--- config.mk ---
export PLATFORM = sky130hd
export DESIGN_NAME = sirq_top
export DESIGN_NICKNAME = d
export VERILOG_FILES = /design/src/sirq_pkg.sv /design/src/sirq_top.sv
export VERILOG_INCLUDE_DIRS = /design/src
export SDC_FILE = /design/constraint.sdc
export NUM_CORES = 1
export LEC_CHECK = 0
export BUFFER_PORTS_ARGS = -buffer_cell sky130_fd_sc_hd__buf_2
export CORE_MARGIN = 2
export CORE_UTILIZATION = 60
export DETAILED_ROUTE_END_ITERATION = 6
export GPL_TIMING_DRIVEN = 1
export PLACE_DENSITY = 0.84
export SLEW_MARGIN = 0
export SYNTH_ARGS = -nofsm -noshare
export SYNTH_HDL_FRONTEND = slang
export SYNTH_SLANG_ARGS = --single-unit
--- constraint.sdc ---
create_clock -name clock -period 2.6 [get_ports clock]
set_input_delay 0 -clock clock [delete_from_list [all_inputs] [get_ports clock]]
set_output_delay 0 -clock clock [all_outputs]
set_load 0.05 [all_outputs]
--- src/sirq_regs.svh ---
// register offsets, field positions, reset values and timing for the interrupt block
`ifndef SIRQ_REGS_SVH
`define SIRQ_REGS_SVH
`define SIRQ_OFF_AUX_CTRL   8'h24
`define SIRQ_OFF_AUX_STAT   8'h36
`define SIRQ_OFF_PIN_CFG    8'h37
`define SIRQ_OFF_SRC_EN     8'h38
`define SIRQ_OFF_INT_STAT   8'h3a
`define SIRQ_OFF_EVT_STAT   8'h70
`define SIRQ_OFF_EVT_MASK   8'h71
`define SIRQ_OFF_LOC_CTRL   8'h72
`define SIRQ_AUX_PASS       7
`define SIRQ_AUX_S4DONE     6
`define SIRQ_AUX_ARB        5
`define SIRQ_CFG_POL_LOW    7
`define SIRQ_CFG_OPEN_DRAIN 6
`define SIRQ_CFG_LATCH      5
`define SIRQ_CFG_ANY_RD     4
`define SIRQ_CFG_FS_LOW     3
`define SIRQ_CFG_FS_IRQ     2
`define SIRQ_CFG_BYPASS     1
`define SIRQ_EN_MOTION      6
`define SIRQ_EN_FIFO        4
`define SIRQ_EN_FRAME_SYNC_PIN       3
`define SIRQ_EN_RAW         0
`define SIRQ_AUXC_WAIT      6
`define SIRQ_LOC_AUX_IRQ    0
`define SIRQ_CFG_MASK       8'hfe
`define SIRQ_EN_MASK        8'h59
`define SIRQ_AUXC_MASK      8'h40
`define SIRQ_LOC_MASK       8'h01
`define SIRQ_EVT_MASK       8'h3f
`define SIRQ_RST_CFG        8'h00
`define SIRQ_RST_EN         8'h00
`define SIRQ_RST_ZERO       8'h00
`define SIRQ_PULSE_NS       50000
`define SIRQ_CLK_NS         50
`endif

--- src/sirq_pkg.sv ---
// types shared by the sensor interrupt block
package sirq_pkg;
   typedef enum logic [1:0] {
      SIRQ_IDLE  = 2'b00,
      SIRQ_PULSE = 2'b01
   } sirq_pin_state_t;
   typedef logic [7:0] sirq_byte_t;
endpackage

--- src/sirq_top.sv ---
// interrupt status, pin configuration and source enables of the sensor device
// How it works
// - frame-sync edge into the active level sets pass-through bit 7
// - reading aux status clears all its bits
// - slave-4 done sets bit 6, double-gated
// - arbitration loss sets bit 5
// - per-slave not-acknowledge sets bits 4..0
// - config bit 7 selects pin polarity
// - config bit 6 selects open-drain drive
// - config bit 5 latches, else 50us pulse
// - config bit 4 clears status on any read
// - config bit 3 selects frame-sync active level
// - config bit 2 enables frame-sync interrupts
// - config bit 1 bypasses idle aux pins
// - enable bit 6 gates wake-on-motion
// - enable bit 4 gates FIFO overflow
// - enable bit 3 gates frame sync
// - enable bit 0 gates raw ready, wait-timed
// - status bits 6,4,3,0 report the sources
`timescale 1ns/10ps
`include "sirq_regs.svh"
module sirq_top
   import sirq_pkg::*;
(
   input  wire logic       clock,          // 20 MHz device clock
   input  wire logic       rst,            // synchronous reset, active high
   input  wire logic [7:0] addr,           // register address
   input  wire logic [7:0] wr_data,        // register write data
   input  wire logic       wr_en,          // write strobe
   input  wire logic       rd_en,          // read strobe
   output logic      [7:0] rd_data,        // read data, cycle after strobe
   input  wire logic       frame_sync_pin, // asynchronous frame-sync input
   input  wire logic [4:0] slave_noack,    // not-acknowledge pulses, slaves 4..0
   input  wire logic       arb_lost,       // aux master lost arbitration pulse
   input  wire logic       slave_four_done,     // slave-4 transfer done pulse
   input  wire logic       slave_four_done_irq_enable, // from slave_four_control
   input  wire logic       aux_master_on,  // aux master interface enabled
   input  wire logic       motion_wake_evt,// wake-on-motion event pulse
   input  wire logic       fifo_ovf_evt,   // FIFO overflow event pulse
   input  wire logic       raw_data_evt,   // raw sensor data updated pulse
   input  wire logic       ext_sensor_done,// external sensor data fetched pulse
   output logic            irq_pin_o,      // interrupt pin output level
   output logic            irq_pin_oe,     // interrupt pin output enable
   output logic            aux_bypass,     // aux clock/data pins in bypass
   output logic            aux_float,      // aux pins released to pull-up
   output logic            sys_irq         // system-side level interrupt
);
   localparam int PULSE_CYC = `SIRQ_PULSE_NS / `SIRQ_CLK_NS;

   ////////////////////////////////////////////////////////////////////////////
   sirq_byte_t      aux_stat_q;
   sirq_byte_t      int_stat_q;
   sirq_byte_t      cfg_q;
   sirq_byte_t      en_q;
   sirq_byte_t      auxc_q;
   sirq_byte_t      loc_q;
   sirq_byte_t      evt_q;
   sirq_byte_t      mask_q;
   sirq_byte_t      aux_set;
   sirq_byte_t      int_set;
   sirq_byte_t      evt_set;
   sirq_pin_state_t pin_st_q;
   logic [9:0]      cnt_q;
   logic [2:0]      fs_sync_q;
   logic            fs_lvl_q;
   logic            fs_act_q;
   logic            raw_pend_q;
   logic            irq_act_q;
   logic            irq_act_d;
   logic            fs_rise;
   logic            raw_set;
   logic            irq_want;
   logic            new_irq;
   logic            wr_hit;
   logic            rd_aux;
   logic            rd_int;
   logic            clr_aux;
   logic            clr_int;
   logic            aux_en;

   assign wr_hit = wr_en;
   assign rd_aux = rd_en && addr == `SIRQ_OFF_AUX_STAT;
   assign rd_int = rd_en && addr == `SIRQ_OFF_INT_STAT;
   assign aux_en = loc_q[`SIRQ_LOC_AUX_IRQ];

   ////////////////////////////////////////////////////////////////////////////
   // frame sync: three stages, level accepted once stages two and three agree
   always_ff @(posedge clock) begin
      if (rst) begin
         fs_sync_q <= 3'h0;
         fs_lvl_q  <= 1'b0;
         fs_act_q  <= 1'b0;
      end else begin
         fs_sync_q <= {fs_sync_q[1:0], frame_sync_pin};
         if (fs_sync_q[1] == fs_sync_q[2]) begin
            fs_lvl_q <= fs_sync_q[2];
         end
         fs_act_q <= fs_lvl_q;
      end
   end

   // only a pin transition into the active level counts, not a held level;
   // flipping the polarity bit alone must not look like an edge
   assign fs_rise = cfg_q[`SIRQ_CFG_FS_IRQ]
                    && (cfg_q[`SIRQ_CFG_FS_LOW] ? (fs_act_q && !fs_lvl_q)
                                                : (!fs_act_q && fs_lvl_q));

   ////////////////////////////////////////////////////////////////////////////
   // raw ready waits for the external sensor fetch when asked to
   always_ff @(posedge clock) begin
      if (rst) begin
         raw_pend_q <= 1'b0;
      end else if (!auxc_q[`SIRQ_AUXC_WAIT] || ext_sensor_done) begin
         raw_pend_q <= 1'b0;
      end else if (raw_data_evt) begin
         raw_pend_q <= 1'b1;
      end
   end

   assign raw_set = auxc_q[`SIRQ_AUXC_WAIT]
                    ? ext_sensor_done && (raw_pend_q || raw_data_evt)
                    : raw_data_evt;

   always_comb begin
      aux_set = 8'h00;
      aux_set[`SIRQ_AUX_PASS]   = fs_rise;
      aux_set[`SIRQ_AUX_S4DONE] = slave_four_done;
      aux_set[`SIRQ_AUX_ARB]    = arb_lost;
      aux_set[4:0]              = slave_noack;
      int_set = 8'h00;
      int_set[`SIRQ_EN_MOTION] = motion_wake_evt;
      int_set[`SIRQ_EN_FIFO]   = fifo_ovf_evt;
      int_set[`SIRQ_EN_FRAME_SYNC_PIN]  = fs_rise;
      int_set[`SIRQ_EN_RAW]    = raw_set;
      evt_set = {2'b00, raw_set, fifo_ovf_evt, motion_wake_evt,
                 slave_four_done, arb_lost | (|slave_noack), fs_rise};
   end

   ////////////////////////////////////////////////////////////////////////////
   // status: a set in the clearing cycle survives the clear
   assign clr_aux = rd_aux || (rd_en && cfg_q[`SIRQ_CFG_ANY_RD]);
   assign clr_int = rd_int || (rd_en && cfg_q[`SIRQ_CFG_ANY_RD]);

   always_ff @(posedge clock) begin
      if (rst) begin
         aux_stat_q <= `SIRQ_RST_ZERO;
      end else begin
         aux_stat_q <= (clr_aux ? 8'h00 : aux_stat_q) | aux_set;
      end
   end

   always_ff @(posedge clock) begin
      if (rst) begin
         int_stat_q <= `SIRQ_RST_ZERO;
      end else begin
         int_stat_q <= (clr_int ? 8'h00 : int_stat_q) | (int_set & `SIRQ_EN_MASK);
      end
   end

   ////////////////////////////////////////////////////////////////////////////
   // writable registers; reserved bits are never stored
   always_ff @(posedge clock) begin
      if (rst) begin
         cfg_q  <= `SIRQ_RST_CFG;
         en_q   <= `SIRQ_RST_EN;
         auxc_q <= `SIRQ_RST_ZERO;
         loc_q  <= `SIRQ_RST_ZERO;
         mask_q <= `SIRQ_RST_ZERO;
      end else if (wr_hit) begin
         case (addr)
            `SIRQ_OFF_PIN_CFG:  cfg_q  <= wr_data & `SIRQ_CFG_MASK;
            `SIRQ_OFF_SRC_EN:   en_q   <= wr_data & `SIRQ_EN_MASK;
            `SIRQ_OFF_AUX_CTRL: auxc_q <= wr_data & `SIRQ_AUXC_MASK;
            `SIRQ_OFF_LOC_CTRL: loc_q  <= wr_data & `SIRQ_LOC_MASK;
            `SIRQ_OFF_EVT_MASK: mask_q <= wr_data & `SIRQ_EVT_MASK;
            default: ;
         endcase
      end
   end

   // system events: sticky, write one to clear, set beats clear
   always_ff @(posedge clock) begin
      if (rst) begin
         evt_q <= `SIRQ_RST_ZERO;
      end else begin
         evt_q <= (evt_q & ~((wr_hit && addr == `SIRQ_OFF_EVT_STAT) ? wr_data : 8'h00))
                  | evt_set;
      end
   end

   always_ff @(posedge clock) begin
      if (rst) begin
         sys_irq <= 1'b0;
      end else begin
         sys_irq <= |(evt_q & mask_q);
      end
   end

   ////////////////////////////////////////////////////////////////////////////
   always_ff @(posedge clock) begin
      if (rst) begin
         rd_data <= 8'h00;
      end else if (rd_en) begin
         case (addr)
            `SIRQ_OFF_AUX_STAT: rd_data <= aux_stat_q;
            `SIRQ_OFF_PIN_CFG:  rd_data <= cfg_q;
            `SIRQ_OFF_SRC_EN:   rd_data <= en_q;
            `SIRQ_OFF_INT_STAT: rd_data <= int_stat_q;
            `SIRQ_OFF_AUX_CTRL: rd_data <= auxc_q;
            `SIRQ_OFF_LOC_CTRL: rd_data <= loc_q;
            `SIRQ_OFF_EVT_STAT: rd_data <= evt_q;
            `SIRQ_OFF_EVT_MASK: rd_data <= mask_q;
            default:            rd_data <= 8'h00;
         endcase
      end else begin
         rd_data <= 8'h00;
      end
   end

   ////////////////////////////////////////////////////////////////////////////
   // which pending flags may drive the pin
   assign irq_want = (int_stat_q[`SIRQ_EN_MOTION] && en_q[`SIRQ_EN_MOTION])
                  || (int_stat_q[`SIRQ_EN_FIFO] && en_q[`SIRQ_EN_FIFO])
                  || ((int_stat_q[`SIRQ_EN_FRAME_SYNC_PIN] || aux_stat_q[`SIRQ_AUX_PASS])
                      && en_q[`SIRQ_EN_FRAME_SYNC_PIN])
                  || (int_stat_q[`SIRQ_EN_RAW] && en_q[`SIRQ_EN_RAW])
                  || (aux_en && (|aux_stat_q[5:0]))
                  || (aux_en && slave_four_done_irq_enable
                      && aux_stat_q[`SIRQ_AUX_S4DONE]);

   // a fresh enabled flag in this cycle starts a pulse
   assign new_irq = (motion_wake_evt && en_q[`SIRQ_EN_MOTION])
                 || (fifo_ovf_evt && en_q[`SIRQ_EN_FIFO])
                 || (fs_rise && en_q[`SIRQ_EN_FRAME_SYNC_PIN])
                 || (raw_set && en_q[`SIRQ_EN_RAW])
                 || (aux_en && ((|slave_noack) || arb_lost))
                 || (aux_en && slave_four_done_irq_enable && slave_four_done);

   // pulse mode: fixed width, a new event mid-pulse does not stretch it
   always_ff @(posedge clock) begin
      if (rst) begin
         pin_st_q <= SIRQ_IDLE;
         cnt_q    <= 10'h000;
      end else begin
         case (pin_st_q)
            SIRQ_IDLE: begin
               if (new_irq && !cfg_q[`SIRQ_CFG_LATCH]) begin
                  pin_st_q <= SIRQ_PULSE;
                  cnt_q    <= 10'(PULSE_CYC - 1);
               end
            end
            SIRQ_PULSE: begin
               if (cnt_q == 10'h000) begin
                  pin_st_q <= SIRQ_IDLE;
               end else begin
                  cnt_q <= cnt_q - 10'h001;
               end
            end
            default: pin_st_q <= SIRQ_IDLE;
         endcase
      end
   end

   always_comb begin
      if (cfg_q[`SIRQ_CFG_LATCH]) begin
         irq_act_d = irq_want;
      end else begin
         irq_act_d = pin_st_q == SIRQ_PULSE;
      end
   end

   always_ff @(posedge clock) begin
      if (rst) begin
         irq_act_q  <= 1'b0;
         irq_pin_o  <= 1'b0;
         irq_pin_oe <= 1'b1;
      end else begin
         irq_act_q  <= irq_act_d;
         irq_pin_o  <= irq_act_d ^ cfg_q[`SIRQ_CFG_POL_LOW];
         irq_pin_oe <= !cfg_q[`SIRQ_CFG_OPEN_DRAIN] || irq_act_d;
      end
   end

   // the aux master's own pin drive is elsewhere; these only steer idle pins
   always_ff @(posedge clock) begin
      if (rst) begin
         aux_bypass <= 1'b0;
         aux_float  <= 1'b1;
      end else begin
         aux_bypass <= cfg_q[`SIRQ_CFG_BYPASS] && !aux_master_on;
         aux_float  <= !cfg_q[`SIRQ_CFG_BYPASS] && !aux_master_on;
      end
   end
endmodule

==> reports/results.ini, run 1 <==
[cells_and_area]
drive_above_1_share_pct=22.4
finalInstanceArea_mm2=0.00385
area_growth_pct=24.5
final_common_cell=dfxtp_1
fill_cells=345
final_core_utilization_pct=76.3
top_library_cells_by_usage_in_the_layout_fill_and_taps_aside=69 x dfxtp_1, 46 x buf_2, 36 x nor2_1, 30 x nand2_1, 25 x a21oi_1
final_net_count=441
diode_count=0

[clocking]
cts-htree-levels=3
cts_repair_resize_count=0
cts_tree=built
cts_max_path_buffers=2
clk_transition_reported_paths_ps=90
postCtsSetupRepairBufs=0
cts_root_buf=clkbuf_8
holdBufCountCts=24
cts_made_buffers=9
clock_insertion_delay_at_the_later_pin_of_the_skew_report_ps=360
clock-sinks=69

[logic_synthesis]
postSynth.topFlopCell=dfxtp_1
synthArstFlopShare_pct=0
synth_top_family_by_area=simple AND/OR/NAND/NOR gates
synthDistinctLibCells=56
syn_avg_cell_area_um2=9.37
post_synth_and_or_nand_nor_area_fraction_pct=22.2
synth_area_mm2=0.00309
synth.mux.area_fraction_pct=7.65
ys_seq_elements=69
yosys.area_share.adder_pct=0.809
synth-edff-count=0
synth_xor_area_share_pct=1.42
synth_nets=366
synth_seq_area_share_pct=44.7
synthesis.yosys.warnings=0
synth_compound_area_share_pct=19.7
gate_count_of_the_mapped_netlist=330

[critical_path]
buffer_and_inverter_count_on_the_worst_path=4
worst-endpoint-arrival_ps=2440
critical_path.most_common_cell=dlygate4sd3_1
cp.required_ps=2820
ff2ff_path_depth=5
worst_setup_path_start_kind=primary input
crit_family=buffers and inverters
worst_setup_path_end_kind=register
crit_slowest_cell=dlygate4sd3_1
slowest_delay_ps=590
worst_r2r_startpoint=cnt_q[2]$_SDFFE_PP0P_
critPathKind=primary input to register
worst-path-max-fanout=8
worst_r2r_endpoint=cnt_q[2]$_SDFFE_PP0P_
path_cells=dlygate4sd3_1, buf_2, or3b_2, nor3_1, buf_4, nand2_1, a21oi_1, dlygate4sd3_1, nor2_1
r2r_setup_slk_ps=540

[power_and_ir_drop]
worst_ir_drop_vdd_mv=0.520
switching_share_pct=25.0
power-per-cell-area_mw_per_mm2=593
comb_power_share_pct=7.3
switching_power_w=0.000570
power.share.sequential_pct=48.2
p_int_w=0.00171
share_clk_of_total_power_pct=44.4
cellLeakagePower_nw=1.60

[drt]
num_vias=2918
total_drc_errors_in_the_routed_layout=0
drt_pass1_iterations=4
detailedRoute.firstIterationViolations=324
totalWireLength_mm=8.18
routedWlPerCell_um=17.0
drtAntennaViolNets=0
number_of_vias_per_cell_after_detailed_routing=6.08

[worst_hold_path]
holdCritStartpoint=rd_en
tightest_hold_check_type=primary input to register
whs_endpoint=rd_data[1]$_SDFF_PP0_
whs_path_depth=3

[timing]
worst-slew-pin-transition_ps=537
timing.slew.headroom_pct=63.8
final_slew_viol_count=0
final_hold_viol_count=0
fin_crit_ps=2210
setup_viol_count_final=0
grt_setup_unrepaired=no
finalSetupTns_ps=0
finalCritPeriodShare_pct=85.2
skew_ps=12.3
achievable-frequency_ghz=0.452

[floorplanning]
floorplan.rows=26
full_die_area_mm2=0.00574
count_of_boundary_i_o_pins=47
die_width_um=75.8
core_region_area_mm2=0.00504
initial_core_util_pct=61.3
chipHeight_um=75.8

[grt]
grt_pass1_wl_mm=12.6
grt_util_met2_pct=47.7
globalRoute.busiestLayer=met2
global_route.overflow_total=0
pin_count_of_the_biggest_net_entering_global_routing=49
via_count_of_the_first_global_routing_pass=2541
groute.layer.met1.usage_pct=38.7
grt_util_all_layers_pct=30.3
grt.met3_usage_pct=7.80
antenna_found_initial=0

[outcome]
run_status=completed

[placement]
postPlaceCellArea_mm2=0.00338
portBuffers=46
gp_routability_congestion=0.914
dp_hpwl_mm=5.23

[job]
max_cap_violations=0

==> power groups by stage <==
| stage | clock [W] | combinational, W | sequential [W] |
|---|---|---|---|
| 6_report | 0.00101 | 0.000168 | 0.00110 |
| 5_1_grt | 0.00106 | 0.000179 | 0.00110 |
| 4_1_cts | 0.00101 | 0.000161 | 0.00110 |
| 3_5_place_dp | 0 | 0.000134 | 0.00112 |
| 3_3_place_gp | 0 | 0.000132 | 0.00112 |
| 2_1_floorplan | 0 | 0.0000753 | 0.00112 |
==> state kept, by name, indices dropped and copies added (netlist names), 3 cells and up <==
| name | cells |
|---|---|
| cnt_q | 10 |
| aux_stat_q | 8 |
| evt_q | 8 |
| rd_data | 8 |
| cfg_q | 7 |
| mask_q | 6 |
| en_q | 4 |
| int_stat_q | 4 |
| fs_sync_q | 3 |
==> how the worst max path moves through the flow <==
stage	startpoint	endpoint	slack [ps]	cells past startpoint
2_1_floorplan	cnt_q[2]$_SDFFE_PP0P_	cnt_q[6]$_SDFFE_PP0P_	830	5
3_3_place_gp	cnt_q[2]$_SDFFE_PP0P_	cnt_q[6]$_SDFFE_PP0P_	610	5
3_5_place_dp	cnt_q[2]$_SDFFE_PP0P_	cnt_q[2]$_SDFFE_PP0P_	560	5
4_1_cts	wr_en	evt_q[4]$_SDFF_PP0_	530	9
5_1_grt	wr_en	evt_q[4]$_SDFF_PP0_	280	9
6_report	wr_en	evt_q[4]$_SDFF_PP0_	390	9
==> cell usage after synthesis, types with 4 or more instances <==
master | instances | share of area, %
clkbuf_1 | 7 | 0.85
a22oi_1 | 11 | 2.7
nor2b_1 | 4 | 0.81
dfxtp_1 | 69 | 45
nand2_1 | 30 | 3.6
nor4_1 | 4 | 0.81
nor2_1 | 36 | 4.4
a22o_1 | 9 | 2.5
inv_1 | 10 | 1.2
nand2b_1 | 4 | 0.81
nand3_1 | 10 | 1.6
nand4_1 | 4 | 0.81
mux2i_1 | 18 | 5.8
nor3_1 | 6 | 0.97
a31oi_1 | 7 | 1.4
o21ai_0 | 6 | 0.97
a21oi_1 | 25 | 4.0
mux2_2 | 5 | 1.8
==> worst min-delay path: stages <==
cell and delay [ps]:
buf_2 120, or4b_4 260, a21oi_1 50
==> layer usage <==
| layer | wire length (um) | share of wire [%] |
|---|---|---|
| met3 | 619 | 7.6 |
| met4 | 255 | 3.1 |
| met1 | 3400 | 42 |
| met2 | 3900 | 48 |
| met5 | 0 | 0 |
==> per-stage QoR <==
stage | hold WS (ps) | setup slack, ps | total power [W] | cells
5_1_grt | 131 | 275 | 0.00234 | 480
6_report | 110 | 385 | 0.00228 | 480
3_5_place_dp | 184 | 559 | 0.00126 | 440
4_1_cts | 101 | 532 | 0.00227 | 480
2_1_floorplan | 76.1 | 825 | 0.00119 | 330
3_3_place_gp | 179 | 607 | 0.00125 | 440
==> cells by family (layout without fill, tap and decap cells) <==
family / Yosys count / in the layout
AND/OR/NAND/NOR: 123 / 123
AO/OA/AOI/OAI: 86 / 86
flip-flops: 69 / 69
multiplexers: 23 / 23
buffers and inverters: 22 / 102
XOR/XNOR: 5 / 5
adder cells (fa/ha/maj): 2 / 2
==> area by class of cell <==
class	instances	area, um2	area share, %
inverters	11	41.3	1.07
repair buffers	75	508	13.2
clock inverters	7	105	2.73
multi-input cells	239	1600	41.6
well taps	70	87.6	2.28
flip-flops and latches	69	1380	35.9
clock buffers	9	124	3.22
Note: power is estimated with default switching activity, not from simulation.
==> run 2, diff against run 1 <==
Settings changed: ABC_AREA set to 1, CORE_UTILIZATION 60 to 61, RECOVER_POWER set to 50, SLEW_MARGIN 0 to 10.
==> reports/results.ini, run 2 <==
[worst_hold_path]
whs_path_depth=3
holdCritStartpoint=wr_data[2]
tightest_hold_check_type=primary input to register
whs_endpoint=cfg_q[2]$_SDFFE_PP0P_

[critical_path]
worst_r2r_startpoint=cnt_q[0]$_SDFFE_PP0P_
r2r_setup_slk_ps=780
buffer_and_inverter_count_on_the_worst_path=2
crit_family=simple AND/OR/NAND/NOR gates
worst-path-max-fanout=20
path_cells=dlygate4sd3_1, buf_2, nor2_1, nand3_1, a21oi_1, nand3_1, nand2_1, nand3_1, nand2_1, nor2_1
slowest_delay_ps=550
cp.required_ps=2830
worst_setup_path_end_kind=register
ff2ff_path_depth=9
critPathKind=primary input to register
crit_slowest_cell=dlygate4sd3_1
worst_setup_path_start_kind=primary input
critical_path.most_common_cell=nand3_1
worst_r2r_endpoint=cnt_q[9]$_SDFFE_PP0P_
worst-endpoint-arrival_ps=2130

[floorplanning]
floorplan.rows=26
die_width_um=77.9
core_region_area_mm2=0.00520
count_of_boundary_i_o_pins=47
initial_core_util_pct=64.0
chipHeight_um=77.9
full_die_area_mm2=0.00607

[logic_synthesis]
synthMostInstantiatedCell=nand2_1
yosys-top-cells-count=72 x nand2_1, 69 x dfxtp_1, 61 x nor2_1
gate_count_of_the_mapped_netlist=458
syn_avg_cell_area_um2=7.27
synth_seq_area_share_pct=41.5
synth.largest_area_cell=dfxtp_1
largest_cells_by_area_after_synthesis=dfxtp_1 41%, nand2_1 8.1%, nand3_1 6.9%, nor2_1 6.9%, inv_1 6.5%
ys_seq_elements=69
synthArstFlopShare_pct=0
synthesis.yosys.warnings=0
synth_area_mm2=0.00333
synth-edff-count=0
synth_nets=494
area_share_of_the_leading_cell_type_in_the_synthesized_netlist_pct=41.5
postSynth.topFlopCell=dfxtp_1
synthDistinctLibCells=37

[clocking]
cts_tree=built
clock_insertion_delay_at_the_later_pin_of_the_skew_report_ps=340
cts-htree-levels=3
cts_max_path_buffers=2
cts_root_buf=clkbuf_8
clk_transition_reported_paths_ps=70
cts_made_buffers=9
cts_repair_resize_count=0
clock-sinks=69

[timing]
finalCritPeriodShare_pct=73.2
grt_setup_unrepaired=no
skew_ps=9.97
worst-slew-pin-transition_ps=687
worst_hold_slack_ps=9.43
timing.slew.headroom_pct=54.1
finalSetupTns_ps=0
setup_viol_count_final=0
fin_crit_ps=1900
final_hold_viol_count=0
achievable-frequency_ghz=0.526
final_slew_viol_count=0

[placement]
dp_hpwl_mm=6.01
postPlaceCellArea_mm2=0.00357
placedCellCount=561
portBuffers=46
gp_routability_congestion=0.907

[cells_and_area]
finalInstanceArea_mm2=0.00388
instances_no_fill=594
final_net_count=556
regMostFlops=cnt_q
area_growth_pct=16.3
area_of_the_multi_input_gates_mm2=0.00156
register_cell_area_after_layout_mm2=0.00138
drive_above_1_share_pct=13.7
largest_register_ff_count=10
fill_cells=427
top_library_cells_by_usage_in_the_layout_fill_and_taps_aside=74 x nand2_1, 69 x dfxtp_1, 63 x nor2_1, 61 x inv_1, 48 x nand3_1
final_common_cell=nand2_1
diode_count=0

[grt]
pin_count_of_the_biggest_net_entering_global_routing=33
via_count_of_the_first_global_routing_pass=3073
antenna_found_initial=0
grt_util_all_layers_pct=31.0
grt_pass1_wl_mm=14.6
global_route.overflow_total=0

[outcome]
violations=DRC
run_status=finished, violations left

[job]
max_cap_violations=0

[power_and_ir_drop]
total_power_w=0.00214
worst_ir_drop_vdd_mv=0.310
power-per-cell-area_mw_per_mm2=552
cellLeakagePower_nw=1.69

[drt]
totalWireLength_mm=8.84
drt_pass1_iterations=7
detailedRoute.firstIterationViolations=359
drtAntennaViolNets=0
num_vias=3297
routedWlPerCell_um=14.9
number_of_vias_per_cell_after_detailed_routing=5.55
total_drc_errors_in_the_routed_layout=3

==> run 2: changes by cell type in the layout (fill, tap and decap cells not counted), moves of 12 or more <==
cell	delta
nor2_1	+27
mux2i_1	-18
o21ai_0	+12
inv_1	+51
clkbuf_1	+19
a21oi_1	+17
nand2_1	+44
buf_2	-15
nand3_1	+38
==> run 2: logic make-up after synthesis <==
logic type / Yosys count / synth area share, %
fa+ha+maj: 2 / 0.751
simple gates: 209 / 28.7
xor+xnor: 2 / 0.526
compound gates: 95 / 18.3
buf+inv: 81 / 10.3
flops: 69 / 41.5
==> run 2: final cells by class <==
type                    instances  share of cell area [%]
well taps                      70                    2.26
multi-input cells             308                    40.3
clock inverters                 1                   0.775
repair buffers                 66                    10.4
flip-flops and latches         69                    35.6
clock buffers                  14                    4.20
inverters                      66                    6.39
==> run 2: routing by layer <==
layer	part of all wire, %	wire length, um	track usage (%)
met1	43	3840	40.4
met2	47	4150	50.1
met3	7.1	624	5.70
met4	2.5	218	14.0
met5	0	0	0
==> run 2: power by group <==
part           leakage [nW]  switching (W)  internal [W]
clock network        0.0968       0.000391      0.000492
registers             0.561      0.0000111       0.00108
logic                  1.04       0.000103     0.0000655
==> run 2: worst max-delay path by stage <==
stage,endpoint,depth (start not counted),start
floorplan,cnt_q[8]$_SDFFE_PP0P_,9,cnt_q[0]$_SDFFE_PP0P_
global placement,cnt_q[1]$_SDFFE_PP0P_,9,cnt_q[0]$_SDFFE_PP0P_
detailed placement,cnt_q[9]$_SDFFE_PP0P_,9,cnt_q[0]$_SDFFE_PP0P_
CTS,cnt_q[9]$_SDFFE_PP0P_,10,arb_lost
global route,cnt_q[9]$_SDFFE_PP0P_,9,cnt_q[0]$_SDFFE_PP0P_
finish,cnt_q[9]$_SDFFE_PP0P_,10,slave_noack[1]
==> run 2: worst reg2reg max path, stage by stage (launching register included) <==
cell     delay (ps)
dfxtp_1         300
inv_1           160
ha_1            170
nand4_1          90
nor2_1          100
nand2_1          50
nand2_1         480
nand3_1         170
nand2_1         130
nor2_1           60
==> run 2: timing repair <==
action / in CTS / in global routing
setup buffers: 0 / 0
hold endpoints to repair: 26 / 0
hold buffers: 18 / 0
==> run 2: metrics by stage <==
stage / util (%) / setup slack, ps
floorplan: - / 1220
global placement: 68.6 / 968
detailed placement: 68.6 / 859
CTS: 75.7 / 812
global route: 74.5 / 591
finish: 74.5 / 698
